==> config.mk <==
export PLATFORM = sky130hd
export DESIGN_NAME = pdet_top
export DESIGN_NICKNAME = d
export VERILOG_FILES = /design/src/pdet_pkg.sv /design/src/pdet_edge_if.sv /design/src/pdet_edge_sync.sv /design/src/pdet_top.sv
export SDC_FILE = /design/constraint.sdc
export NUM_CORES = 1
export LEC_CHECK = 0
export BUFFER_PORTS_ARGS = -buffer_cell sky130_fd_sc_hd__buf_2
export CORE_MARGIN = 1.5
export CORE_UTILIZATION = 40
export CTS_BUF_LIST = sky130_fd_sc_hd__clkbuf_8
export CTS_CLUSTER_DIAMETER = 100
export DETAILED_ROUTE_END_ITERATION = 6
export GPL_TIMING_DRIVEN = 0
export SLEW_MARGIN = 10
export SYNTH_ARGS = -nofsm -noshare
export SYNTH_HDL_FRONTEND = slang
export SYNTH_SLANG_ARGS = --single-unit
==> constraint.sdc <==
create_clock -name sys_clk -period 1.2 [get_ports sys_clk]
set_clock_uncertainty 0.05 [all_clocks]
set_input_delay 0.06 -clock sys_clk [delete_from_list [all_inputs] [get_ports sys_clk]]
set_output_delay 0.06 -clock sys_clk [all_outputs]
set_load 0.03 [all_outputs]
==> src/pdet_pkg.sv <==
// Shared constants for the edge phase detector block.
package pdet_pkg;
	// -------------------------------------------------------------
	// Clocking and input conditioning
	// -------------------------------------------------------------
	localparam int CLK_PERIOD_NS = 4;
	localparam int SYNC_STAGES = 3;
	localparam int NUM_INPUTS = 2;
	localparam int IDX_REF = 0;
	localparam int IDX_FB = 1;
	localparam int RST_STAGES = 2;
	// -------------------------------------------------------------
	// Missing-reference detection for the set/reset detector
	// -------------------------------------------------------------
	localparam int NO_REF_TIME_NS = 262144;
	localparam int NO_REF_CYCLES = NO_REF_TIME_NS / CLK_PERIOD_NS;
	localparam int NO_REF_CNT_W = 24;
	// Pump direction states of the tri-state comparator.
	typedef enum logic [1:0] {
		PDET_IDLE,
		PDET_UP,
		PDET_DOWN
	} pdet_pump_t;
endpackage : pdet_pkg

==> src/pdet_edge_if.sv <==
// Carrier for qualified rising-edge pulses between the detector modules.
`timescale 1ns/1ps
interface pdet_edge_if;
	logic ref_rise;
	logic fb_rise;
	modport src (output ref_rise, output fb_rise);
	modport snk (input ref_rise, input fb_rise);
endinterface : pdet_edge_if

==> src/pdet_edge_sync.sv <==
// Input synchroniser and rising-edge qualifier for both comparator inputs.
`timescale 1ns/1ps
module pdet_edge_sync (
	// Clock and synchronised reset
	input wire logic sys_clk,
	input wire logic rst_n,
	// Raw asynchronous inputs
	input wire logic reference_in,
	input wire logic feedback_in,
	// Qualified edge pulses
	pdet_edge_if.src edges
);
	logic [pdet_pkg::NUM_INPUTS-1:0] raw;
	logic [pdet_pkg::NUM_INPUTS-1:0] rise_r;

	assign raw = {feedback_in, reference_in};

	// ---------------------------------------------------------------
	// Three-stage synchroniser per input
	// ---------------------------------------------------------------
	genvar gi;
	generate
		for (gi = 0; gi < pdet_pkg::NUM_INPUTS; gi++) begin : g_in
			logic [pdet_pkg::SYNC_STAGES-1:0] sync_r;
			logic level_r;
			// The first stage feeds only the second; edges are judged
			// on stages two and three so a single-cycle glitch in the
			// third stage alone never counts.
			always_ff @(posedge sys_clk or negedge rst_n) begin
				if (!rst_n) begin
					sync_r <= '0;
				end else begin
					sync_r <= {sync_r[pdet_pkg::SYNC_STAGES-2:0], raw[gi]};
				end
			end
			// A level change is accepted once stages two and three agree.
			always_ff @(posedge sys_clk or negedge rst_n) begin
				if (!rst_n) begin
					level_r <= 1'b0;
					rise_r[gi] <= 1'b0;
				end else begin
					rise_r[gi] <= (sync_r[1] == sync_r[2]) && sync_r[2] &&
						!level_r;
					if (sync_r[1] == sync_r[2]) begin
						level_r <= sync_r[2];
					end
				end
			end
		end
	endgenerate

	assign edges.ref_rise = rise_r[pdet_pkg::IDX_REF];
	assign edges.fb_rise = rise_r[pdet_pkg::IDX_FB];

	// Each qualified reference edge is a single-cycle pulse, whatever the duty cycle.
	property p_single_pulse;
		@(posedge sys_clk) disable iff (!rst_n)
		rise_r[pdet_pkg::IDX_REF] |=> !rise_r[pdet_pkg::IDX_REF];
	endproperty
	a_single_pulse: assert property (p_single_pulse)
		else $error("Reference edge pulse lasted more than one cycle.");
endmodule : pdet_edge_sync

==> src/pdet_top.sv <==
// Edge phase detectors: tri-state pump comparator and set/reset detector.
`timescale 1ns/1ps
module pdet_top #(
	parameter int NO_REF_CYCLES = pdet_pkg::NO_REF_CYCLES
) (
	// Clock and reset
	input wire logic sys_clk,
	input wire logic arst_n,
	// Comparator inputs
	input wire logic reference_in,
	input wire logic feedback_in,
	// Tri-state pump pin and lock indication
	output logic tristate_pump_out,
	output logic tristate_pump_oe,
	output logic lock_pulse_out,
	// Set/reset detector output
	output logic rs_detector_out
);
	// -------------------------------------------------------------
	// Reset release
	// -------------------------------------------------------------
	logic [pdet_pkg::RST_STAGES-1:0] rst_sync_r;
	logic rst_n;

	// Release is synchronised so no flop leaves reset on a split edge.
	always_ff @(posedge sys_clk or negedge arst_n) begin
		if (!arst_n) begin
			rst_sync_r <= '0;
		end else begin
			rst_sync_r <= {rst_sync_r[pdet_pkg::RST_STAGES-2:0], 1'b1};
		end
	end
	assign rst_n = rst_sync_r[pdet_pkg::RST_STAGES-1];

	// -------------------------------------------------------------
	// Edge qualification
	// -------------------------------------------------------------
	pdet_edge_if edges ();

	pdet_edge_sync u_sync (
		.sys_clk(sys_clk),
		.rst_n(rst_n),
		.reference_in(reference_in),
		.feedback_in(feedback_in),
		.edges(edges.src)
	);

	logic ref_rise;
	logic fb_rise;
	assign ref_rise = edges.ref_rise;
	assign fb_rise = edges.fb_rise;

	// -------------------------------------------------------------
	// Tri-state comparator
	// -------------------------------------------------------------
	pdet_pkg::pdet_pump_t pump_r;
	pdet_pkg::pdet_pump_t pump_nxt;

	// Two edge memories collapse into one state: seeing the other
	// input's edge clears both, and coincident edges leave it floating.
	always_comb begin
		pump_nxt = pump_r;
		unique case (pump_r)
			pdet_pkg::PDET_IDLE: begin
				if (ref_rise && !fb_rise) begin
					pump_nxt = pdet_pkg::PDET_UP;
				end else if (fb_rise && !ref_rise) begin
					pump_nxt = pdet_pkg::PDET_DOWN;
				end
			end
			pdet_pkg::PDET_UP: begin
				if (fb_rise) begin
					pump_nxt = pdet_pkg::PDET_IDLE;
				end
			end
			pdet_pkg::PDET_DOWN: begin
				if (ref_rise) begin
					pump_nxt = pdet_pkg::PDET_IDLE;
				end
			end
			default: begin
				pump_nxt = pdet_pkg::PDET_IDLE;
			end
		endcase
	end

	always_ff @(posedge sys_clk or negedge rst_n) begin
		if (!rst_n) begin
			pump_r <= pdet_pkg::PDET_IDLE;
		end else begin
			pump_r <= pump_nxt;
		end
	end

	// Pin drivers are registered from the next state so they line up
	// with the state flop and come straight from flip-flops.
	always_ff @(posedge sys_clk or negedge rst_n) begin
		if (!rst_n) begin
			tristate_pump_out <= 1'b0;
			tristate_pump_oe <= 1'b0;
			lock_pulse_out <= 1'b1;
		end else begin
			tristate_pump_out <= (pump_nxt == pdet_pkg::PDET_UP);
			tristate_pump_oe <= (pump_nxt != pdet_pkg::PDET_IDLE);
			lock_pulse_out <= (pump_nxt == pdet_pkg::PDET_IDLE);
		end
	end

	// -------------------------------------------------------------
	// Set/reset detector
	// -------------------------------------------------------------
	// Last count before the reference is treated as missing.
	localparam logic [pdet_pkg::NO_REF_CNT_W-1:0] NO_REF_CNT_MAX =
		pdet_pkg::NO_REF_CNT_W'(NO_REF_CYCLES - 1);

	logic [pdet_pkg::NO_REF_CNT_W-1:0] no_ref_cnt_r;
	logic no_ref_r;

	// Watch for a missing reference so the loop is pushed to fmax
	// rather than parked at fmin by the feedback resets alone.
	always_ff @(posedge sys_clk or negedge rst_n) begin
		if (!rst_n) begin
			no_ref_cnt_r <= '0;
			no_ref_r <= 1'b0;
		end else if (ref_rise) begin
			no_ref_cnt_r <= '0;
			no_ref_r <= 1'b0;
		end else if (no_ref_cnt_r ==
			NO_REF_CNT_MAX) begin
			no_ref_r <= 1'b1;
		end else begin
			no_ref_cnt_r <= no_ref_cnt_r + 1'b1;
		end
	end

	// Reference sets, feedback resets; the span covers a full cycle,
	// so half duty falls at 180 degrees. Coincident edges hold.
	always_ff @(posedge sys_clk or negedge rst_n) begin
		if (!rst_n) begin
			rs_detector_out <= 1'b0;
		end else if (no_ref_r) begin
			rs_detector_out <= 1'b1;
		end else if (ref_rise && !fb_rise) begin
			rs_detector_out <= 1'b1;
		end else if (fb_rise && !ref_rise) begin
			rs_detector_out <= 1'b0;
		end
	end

	// -------------------------------------------------------------
	// Checks
	// -------------------------------------------------------------
	property p_ref_lead_up;
		@(posedge sys_clk) disable iff (!rst_n)
		(ref_rise && !fb_rise && pump_r == pdet_pkg::PDET_IDLE) |=>
			(tristate_pump_oe && tristate_pump_out);
	endproperty
	a_ref_lead_up: assert property (p_ref_lead_up)
		else $error("Pump not driven high after leading reference edge.");

	property p_up_holds;
		@(posedge sys_clk) disable iff (!rst_n)
		(tristate_pump_out && !fb_rise) |=> tristate_pump_out;
	endproperty
	a_up_holds: assert property (p_up_holds)
		else $error("Pump high ended before a feedback edge.");

	property p_up_release;
		@(posedge sys_clk) disable iff (!rst_n)
		(pump_r == pdet_pkg::PDET_UP && fb_rise) |=>
			(!tristate_pump_oe && lock_pulse_out);
	endproperty
	a_up_release: assert property (p_up_release)
		else $error("Pump not floated after feedback edge.");

	property p_fb_lead_down;
		@(posedge sys_clk) disable iff (!rst_n)
		(fb_rise && !ref_rise && pump_r == pdet_pkg::PDET_IDLE) |=>
			(tristate_pump_oe && !tristate_pump_out);
	endproperty
	a_fb_lead_down: assert property (p_fb_lead_down)
		else $error("Pump not driven low after leading feedback edge.");

	property p_lock_flag;
		@(posedge sys_clk) disable iff (!rst_n)
		lock_pulse_out == !tristate_pump_oe;
	endproperty
	a_lock_flag: assert property (p_lock_flag)
		else $error("Lock pulse disagrees with pump float state.");

	property p_down_only_fb;
		@(posedge sys_clk) disable iff (!rst_n)
		(tristate_pump_oe && !tristate_pump_out && !ref_rise) |=>
			(tristate_pump_oe && !tristate_pump_out);
	endproperty
	a_down_only_fb: assert property (p_down_only_fb)
		else $error("Pump low released without a reference edge.");

	property p_coincide_float;
		@(posedge sys_clk) disable iff (!rst_n)
		(ref_rise && fb_rise && pump_r == pdet_pkg::PDET_IDLE) |=>
			!tristate_pump_oe;
	endproperty
	a_coincide_float: assert property (p_coincide_float)
		else $error("Coincident edges drove the pump.");

	property p_rs_set;
		@(posedge sys_clk) disable iff (!rst_n)
		(ref_rise && !fb_rise) |=> rs_detector_out;
	endproperty
	a_rs_set: assert property (p_rs_set)
		else $error("Set/reset detector not set by reference edge.");

	property p_rs_reset;
		@(posedge sys_clk) disable iff (!rst_n)
		(fb_rise && !ref_rise && !no_ref_r) |=> !rs_detector_out;
	endproperty
	a_rs_reset: assert property (p_rs_reset)
		else $error("Set/reset detector not reset by feedback edge.");

	property p_rs_no_ref;
		@(posedge sys_clk) disable iff (!rst_n)
		(no_ref_r && !ref_rise) |=> (no_ref_r && rs_detector_out);
	endproperty
	a_rs_no_ref: assert property (p_rs_no_ref)
		else $error("Missing reference did not hold detector high.");
endmodule : pdet_top

---- Word level (Yosys, flattened, before mapping) ----
Index checks and enable logic that the tools add are counted.
operators by class
  reduce and logical (&&, ||, !) cells .... 15
  $add $sub $neg .......................... 1
  equality and inequality tests ........... 7
  mux-type cells .......................... 12
operators by type and width
  operator                 count
  $mux W24                 2
  $add A24 B1 Y24 const B  1
  $eq A24 B16 Y1 const B   1
  $mux W2                  4
  $logic_and A1 B1 Y1      6
  $pmux W2 S3              1
  $mux W1                  5
  $eq A2 B1 Y1 const B     2
  $logic_not A1 Y1         4
  $logic_not A2 Y1         2
  $reduce_bool A2 Y1       2
  $reduce_bool A3 Y1       1
  $eq A1 B1 Y1             2
  $eq A2 B2 Y1 const B     1
  $ne A2 B1 Y1 const B     1
storage, ports and cells
  register bits after elaboration ......... 43
  output and inout port bits .............. 4

---- Logic depth before layout (Yosys ltp) ----
  depth after elaboration ................. 6
  gate-level depth with buffers ........... 6
  mapped depth without buffers ............ 5

---- By module ----
Synthesis repeated with hierarchy kept, for this count alone.
unflattened totals
  cells, all modules ...................... 187
  area total of the unflattened synthesis .. 2006.9 sq um
by module, submodules not included
  module          sequential area each (sq um)  area an instance (sq um)  instances  cells an instance
  pdet_top        827.0                         1689.1                    1          171
  pdet_edge_sync  250.2                         317.8                     1          16

---- Worst setup path after synthesis ----
OpenSTA, ideal clock, no wires.
  path type ............................... reg-to-reg
  start point ............................. reg no_ref_cnt_r[0] (netlist name)
  end point ............................... reg no_ref_cnt_r[2] (netlist name)
  cell stages (with the launch flop) ...... 7
  slack ................................... -0.820 ns
  clock period less this slack ............ 2.020 ns
  arrival ................................. 1.845 ns
  setup time .............................. 0.125 ns
  data required time ...................... 1.025 ns
  path buffers ............................ 1
  path through ............................ dfrtp_1 ha_1 nand4_2 or4_1 clkbuf_1 o21ai_1 mux2_2
on the way
  longest elaborated chain between the ends .. 3
  elaborated cells between the ends (all ways) .. 5
  classes of those cells .................. add/sub (1); eq/ne (2); mux (2)
ends and longest elaborated chain
  element                   line             RTL
  start: declaration        pdet_top.sv:116  logic [pdet_pkg::NO_REF_CNT_W-1:0] no_ref_cnt_r;
  start signal: assignment  pdet_top.sv:132  no_ref_cnt_r <= no_ref_cnt_r + 1'b1;
  $add A24 B1 Y24           pdet_top.sv:132
  $mux W24                  pdet_top.sv:128  end else if (no_ref_cnt_r ==
  $mux W24                  pdet_top.sv:125  end else if (ref_rise) begin
Parallel ways exist; a longest one is shown, timed or not. The select of a mux whose other input is x is not followed.
A chain may end at the register's enable or synchronous reset.

---- Final worst setup path ----
  start point ............................. reg no_ref_cnt_r[23] (netlist name)
  end point ............................... reg no_ref_cnt_r[2] (netlist name)
on the way
  longest elaborated chain between the ends .. 2
ends and longest elaborated chain
  element                        line
  $eq A24 B16 Y1                 pdet_top.sv:128
  $ne A2 B1 Y1 (no source line)  n/a
No other way between the ends.

==> flow_summary_export.csv <==
group,metric,value,unit
yosys,synth_fp_nets,203,
critical_path,crit_fanout,4,
power_and_ir_drop,clkPwrFrac,0.268,
detailed_routing,postRouteAntennaNets,0,
clock_tree,numCtsBuffers,5,
yosys,synth_flop_cell,"dfrtp_1",
yosys,yosysTopAreaCell,"dfrtp_1",
placed_design,globalplace.congestion,0.8821,
sta,rsz0062_at_grt,"true",
yosys,syn_area,2033,um^2
power_and_ir_drop,intPower,2.524,mW
layout,drive_gt1_frac,0.4268,
layout,antennaDiodeCount,0,
clock_tree,cts_root_buf,"clkbuf_8",
power_and_ir_drop,comb_power_share,0.216,
layout,finalNetCount,252,
die,die_y,74.30,um
sta,setup_viol,25,
placed_design,place.port_buffers,7,
placed_design,dp_cells,270,
die,coreArea,4817,um^2
sta,fin_crit,1901,ps
critical_path,cp.arrival,2040,ps
layout,fin_cells,313,
die,row_count,25,
sta,slew_headroom,0.5844,
power_and_ir_drop,power_switching,1.138,mW
yosys,synthDistinctLibCells,32,
detailed_routing,dr_wl_met2,2708,um
sta,timing.fmax,526.0,MHz
clock_tree,htree_num_levels,2,
run_status,status,"complete, but fails checks",
detailed_routing,vias,1754,
global_routing,grt_pass1_vias,1732,
yosys,synthCells,196,
detailed_routing,wire_per_inst,16.10,um
die,ioPinCount,8,
clock_tree,path_clk_slew,80,ps
power_and_ir_drop,power-per-cell-area,1329,nW/um^2
detailed_routing,highest_layer,"met4",
power_and_ir_drop,p_seq_frac,0.516,
placed_design,dp_slack,-800.0,ps
detailed_routing,viasPerCell,5.604,
global_routing,overflow,0,
yosys,synth.area.top_cells,"dfrtp_1 52%, mux2_2 6.6%, a21oi_1 4.7%",
global_routing,grt_pass1_wl,7872,um
die,initial_utilization,0.4221,
detailed_routing,wl_met3,154,um
flow_run,cap_violations,0,
clock_tree,cts_tree,"built",
yosys,seq_area_frac_synth,0.5298,
critical_path,required,1340,ps
detailed_routing,dr.pass1.iters,4,
sta,finalHoldViolCount,0,
detailed_routing,drc_errors,0,
layout,n_fill_cell,401,
yosys,synth_edf_count,0,
critical_path,critPathLaunchType,"register",
global_routing,grt_max_degree,42,
sta,worst_pin_slew,623.4,ps
clock_tree,clk_path_buf_depth,2,
sta,slew_viol_final,0,
power_and_ir_drop,worst_ir_drop_vdd,1.019,mV
critical_path,critPathKind,"register to register",
yosys,ys_async_sr_fraction,1.000,
yosys,ys_seq_elements,43,
die,dieArea,5520,um^2
detailed_routing,drt-initial-drc-count,176,
min_path,hold_class,"primary input to async pin",
detailed_routing,wl_met1,2124,um
power_and_ir_drop,p_leak,1.199,nW
detailed_routing,wirelength,5039,um
run_status,violations,"negative setup slack",
sta,whs,14.26,ps
sta,setup_slack,-701.0,ps
die,die_w,74.30,um
yosys,synth_most_common_cell,"dfrtp_1",
clock_tree,numClockSinks,43,
placed_design,hpwlAfterDp,2932,um
yosys,avgSynthCellArea,10.37,um^2
yosys,synth_top_area_share,0.5169,
global_routing,antenna_found_initial,0,
yosys,synth_commonest_cells,"42 x dfrtp_1, 19 x a21oi_1, 16 x nor2_1, 14 x nand2_1",
clock_tree,insertion_delay,300,ps
layout,area_delta_synth_final,35.51,%
power_and_ir_drop,switching_share,0.3107,
yosys,ys_warn_count,0,
sta,finalCritPeriodShare,1.584,
critical_path,end_kind,"register",
global_routing,gr-usage-all-layers,0.1895,
cells in the final DEF (no fill, tap or decap), types with 5 or more instances in the layout:
| cell | count |
|---|---|
| a21oi_1 | 14 |
| a21oi_2 | 5 |
| buf_2 | 7 |
| buf_4 | 28 |
| buf_6 | 6 |
| clkbuf_8 | 8 |
| dfrtp_1 | 33 |
| dfrtp_2 | 8 |
| mux2_2 | 9 |
| nand2_1 | 13 |
| nand3_1 | 5 |
| nand4_1 | 7 |
| nor2_1 | 14 |
| nor2b_1 | 12 |
| o31ai_1 | 7 |
| or4_4 | 6 |
state kept, by name, summed over array words and instances (netlist names), 2 cells and up:
register and cells:
no_ref_cnt_r 24, u_sync.g_in.sync_r 6, pump_r 2, rst_sync_r 2, u_sync.g_in.level_r 2
worst max-delay path, stage by stage (launching register included):
cell and delay [ps]:
dfrtp_1 410, or4_4 590, or2_4 300, o21ai_2 130, mux2_4 310
per-layer routing:
metal | GRT usage | vias up
li1 | - | 817
met1 | 0.2177 | 889
met2 | 0.3472 | 43
met3 | 0.04607 | 5
met4 | 0.05859 | 0
met5 | 0 | -
power by group through the flow:
stage / clock network (mW) / logic, mW / registers [mW]
global placement: 0 / 0.546 / 1.89
global route: 1.05 / 0.849 / 1.92
floorplan: 0 / 0.326 / 1.97
finish: 0.980 / 0.792 / 1.89
CTS: 1.00 / 0.689 / 1.88
detailed placement: 0 / 0.569 / 1.91
cell type report:
cell class | instances | area [um^2] | area share
multi-input cells | 143 | 1067 | 0.3874
inverters | 2 | 7.507 | 0.002725
repair buffers | 43 | 340.3 | 0.1235
clock buffers | 6 | 82.58 | 0.02997
flip-flops and latches | 43 | 1091 | 0.3960
plain buffers | 7 | 66.31 | 0.02407
clock inverters | 2 | 16.27 | 0.005904
well taps | 67 | 83.83 | 0.03043
path summary, 6_finish.rpt:
check,slack [ps],to,start,depth (start not counted)
setup / recovery,-700,no_ref_cnt_r[2],no_ref_cnt_r[23],4
hold / removal,10,rst_sync_r[1],arst_n,2
setup reg to reg,-700,no_ref_cnt_r[2],no_ref_cnt_r[23],4
hold reg to reg,270,no_ref_r,rst_sync_r[1],0
max in group asynchronous,440,no_ref_cnt_r[1],rst_sync_r[1],0
min in group sys_clk,310,u_sync.g_in[0].sync_r[1],u_sync.g_in[0].sync_r[0],0
cells by family (layout without fill, tap and decap cells):
logic type,Yosys count,in the layout,synth area share
other,1,1,0.001844
and+or+nand+nor,88,88,0.2498
adders and majority gates,3,3,0.01846
AOI/OAI and AO/OA,39,39,0.1138
muxes,12,12,0.06646
DFF,43,43,0.5298
buffers and inverters,10,60,0.01969
through the flow:
| step | utilization | setup TNS, ps | total power [mW] | area, um^2 |
|---|---|---|---|---|
| 3_3_place_gp | 0.4613 | -15870 | 2.441 | 2222 |
| 6_report | 0.5719 | -15720 | 3.662 | 2755 |
| 3_5_place_dp | 0.4613 | -16750 | 2.479 | 2222 |
| 4_1_cts | 0.5439 | -15340 | 3.568 | 2620 |
| 2_1_floorplan | - | -12120 | 2.298 | 2103 |
| 5_1_grt | 0.5719 | -17150 | 3.828 | 2755 |
timing repair:
action / CTS / global route
hold buffers: 3 / 0
pin swaps: 15 / 23
endpoints found under the setup margin: 28 / 41
resized for setup: 28 / 19
hold endpoints to repair: 4 / 0
buffers inserted: 22 / 12
Note: power is estimated with default switching activity, not from simulation.
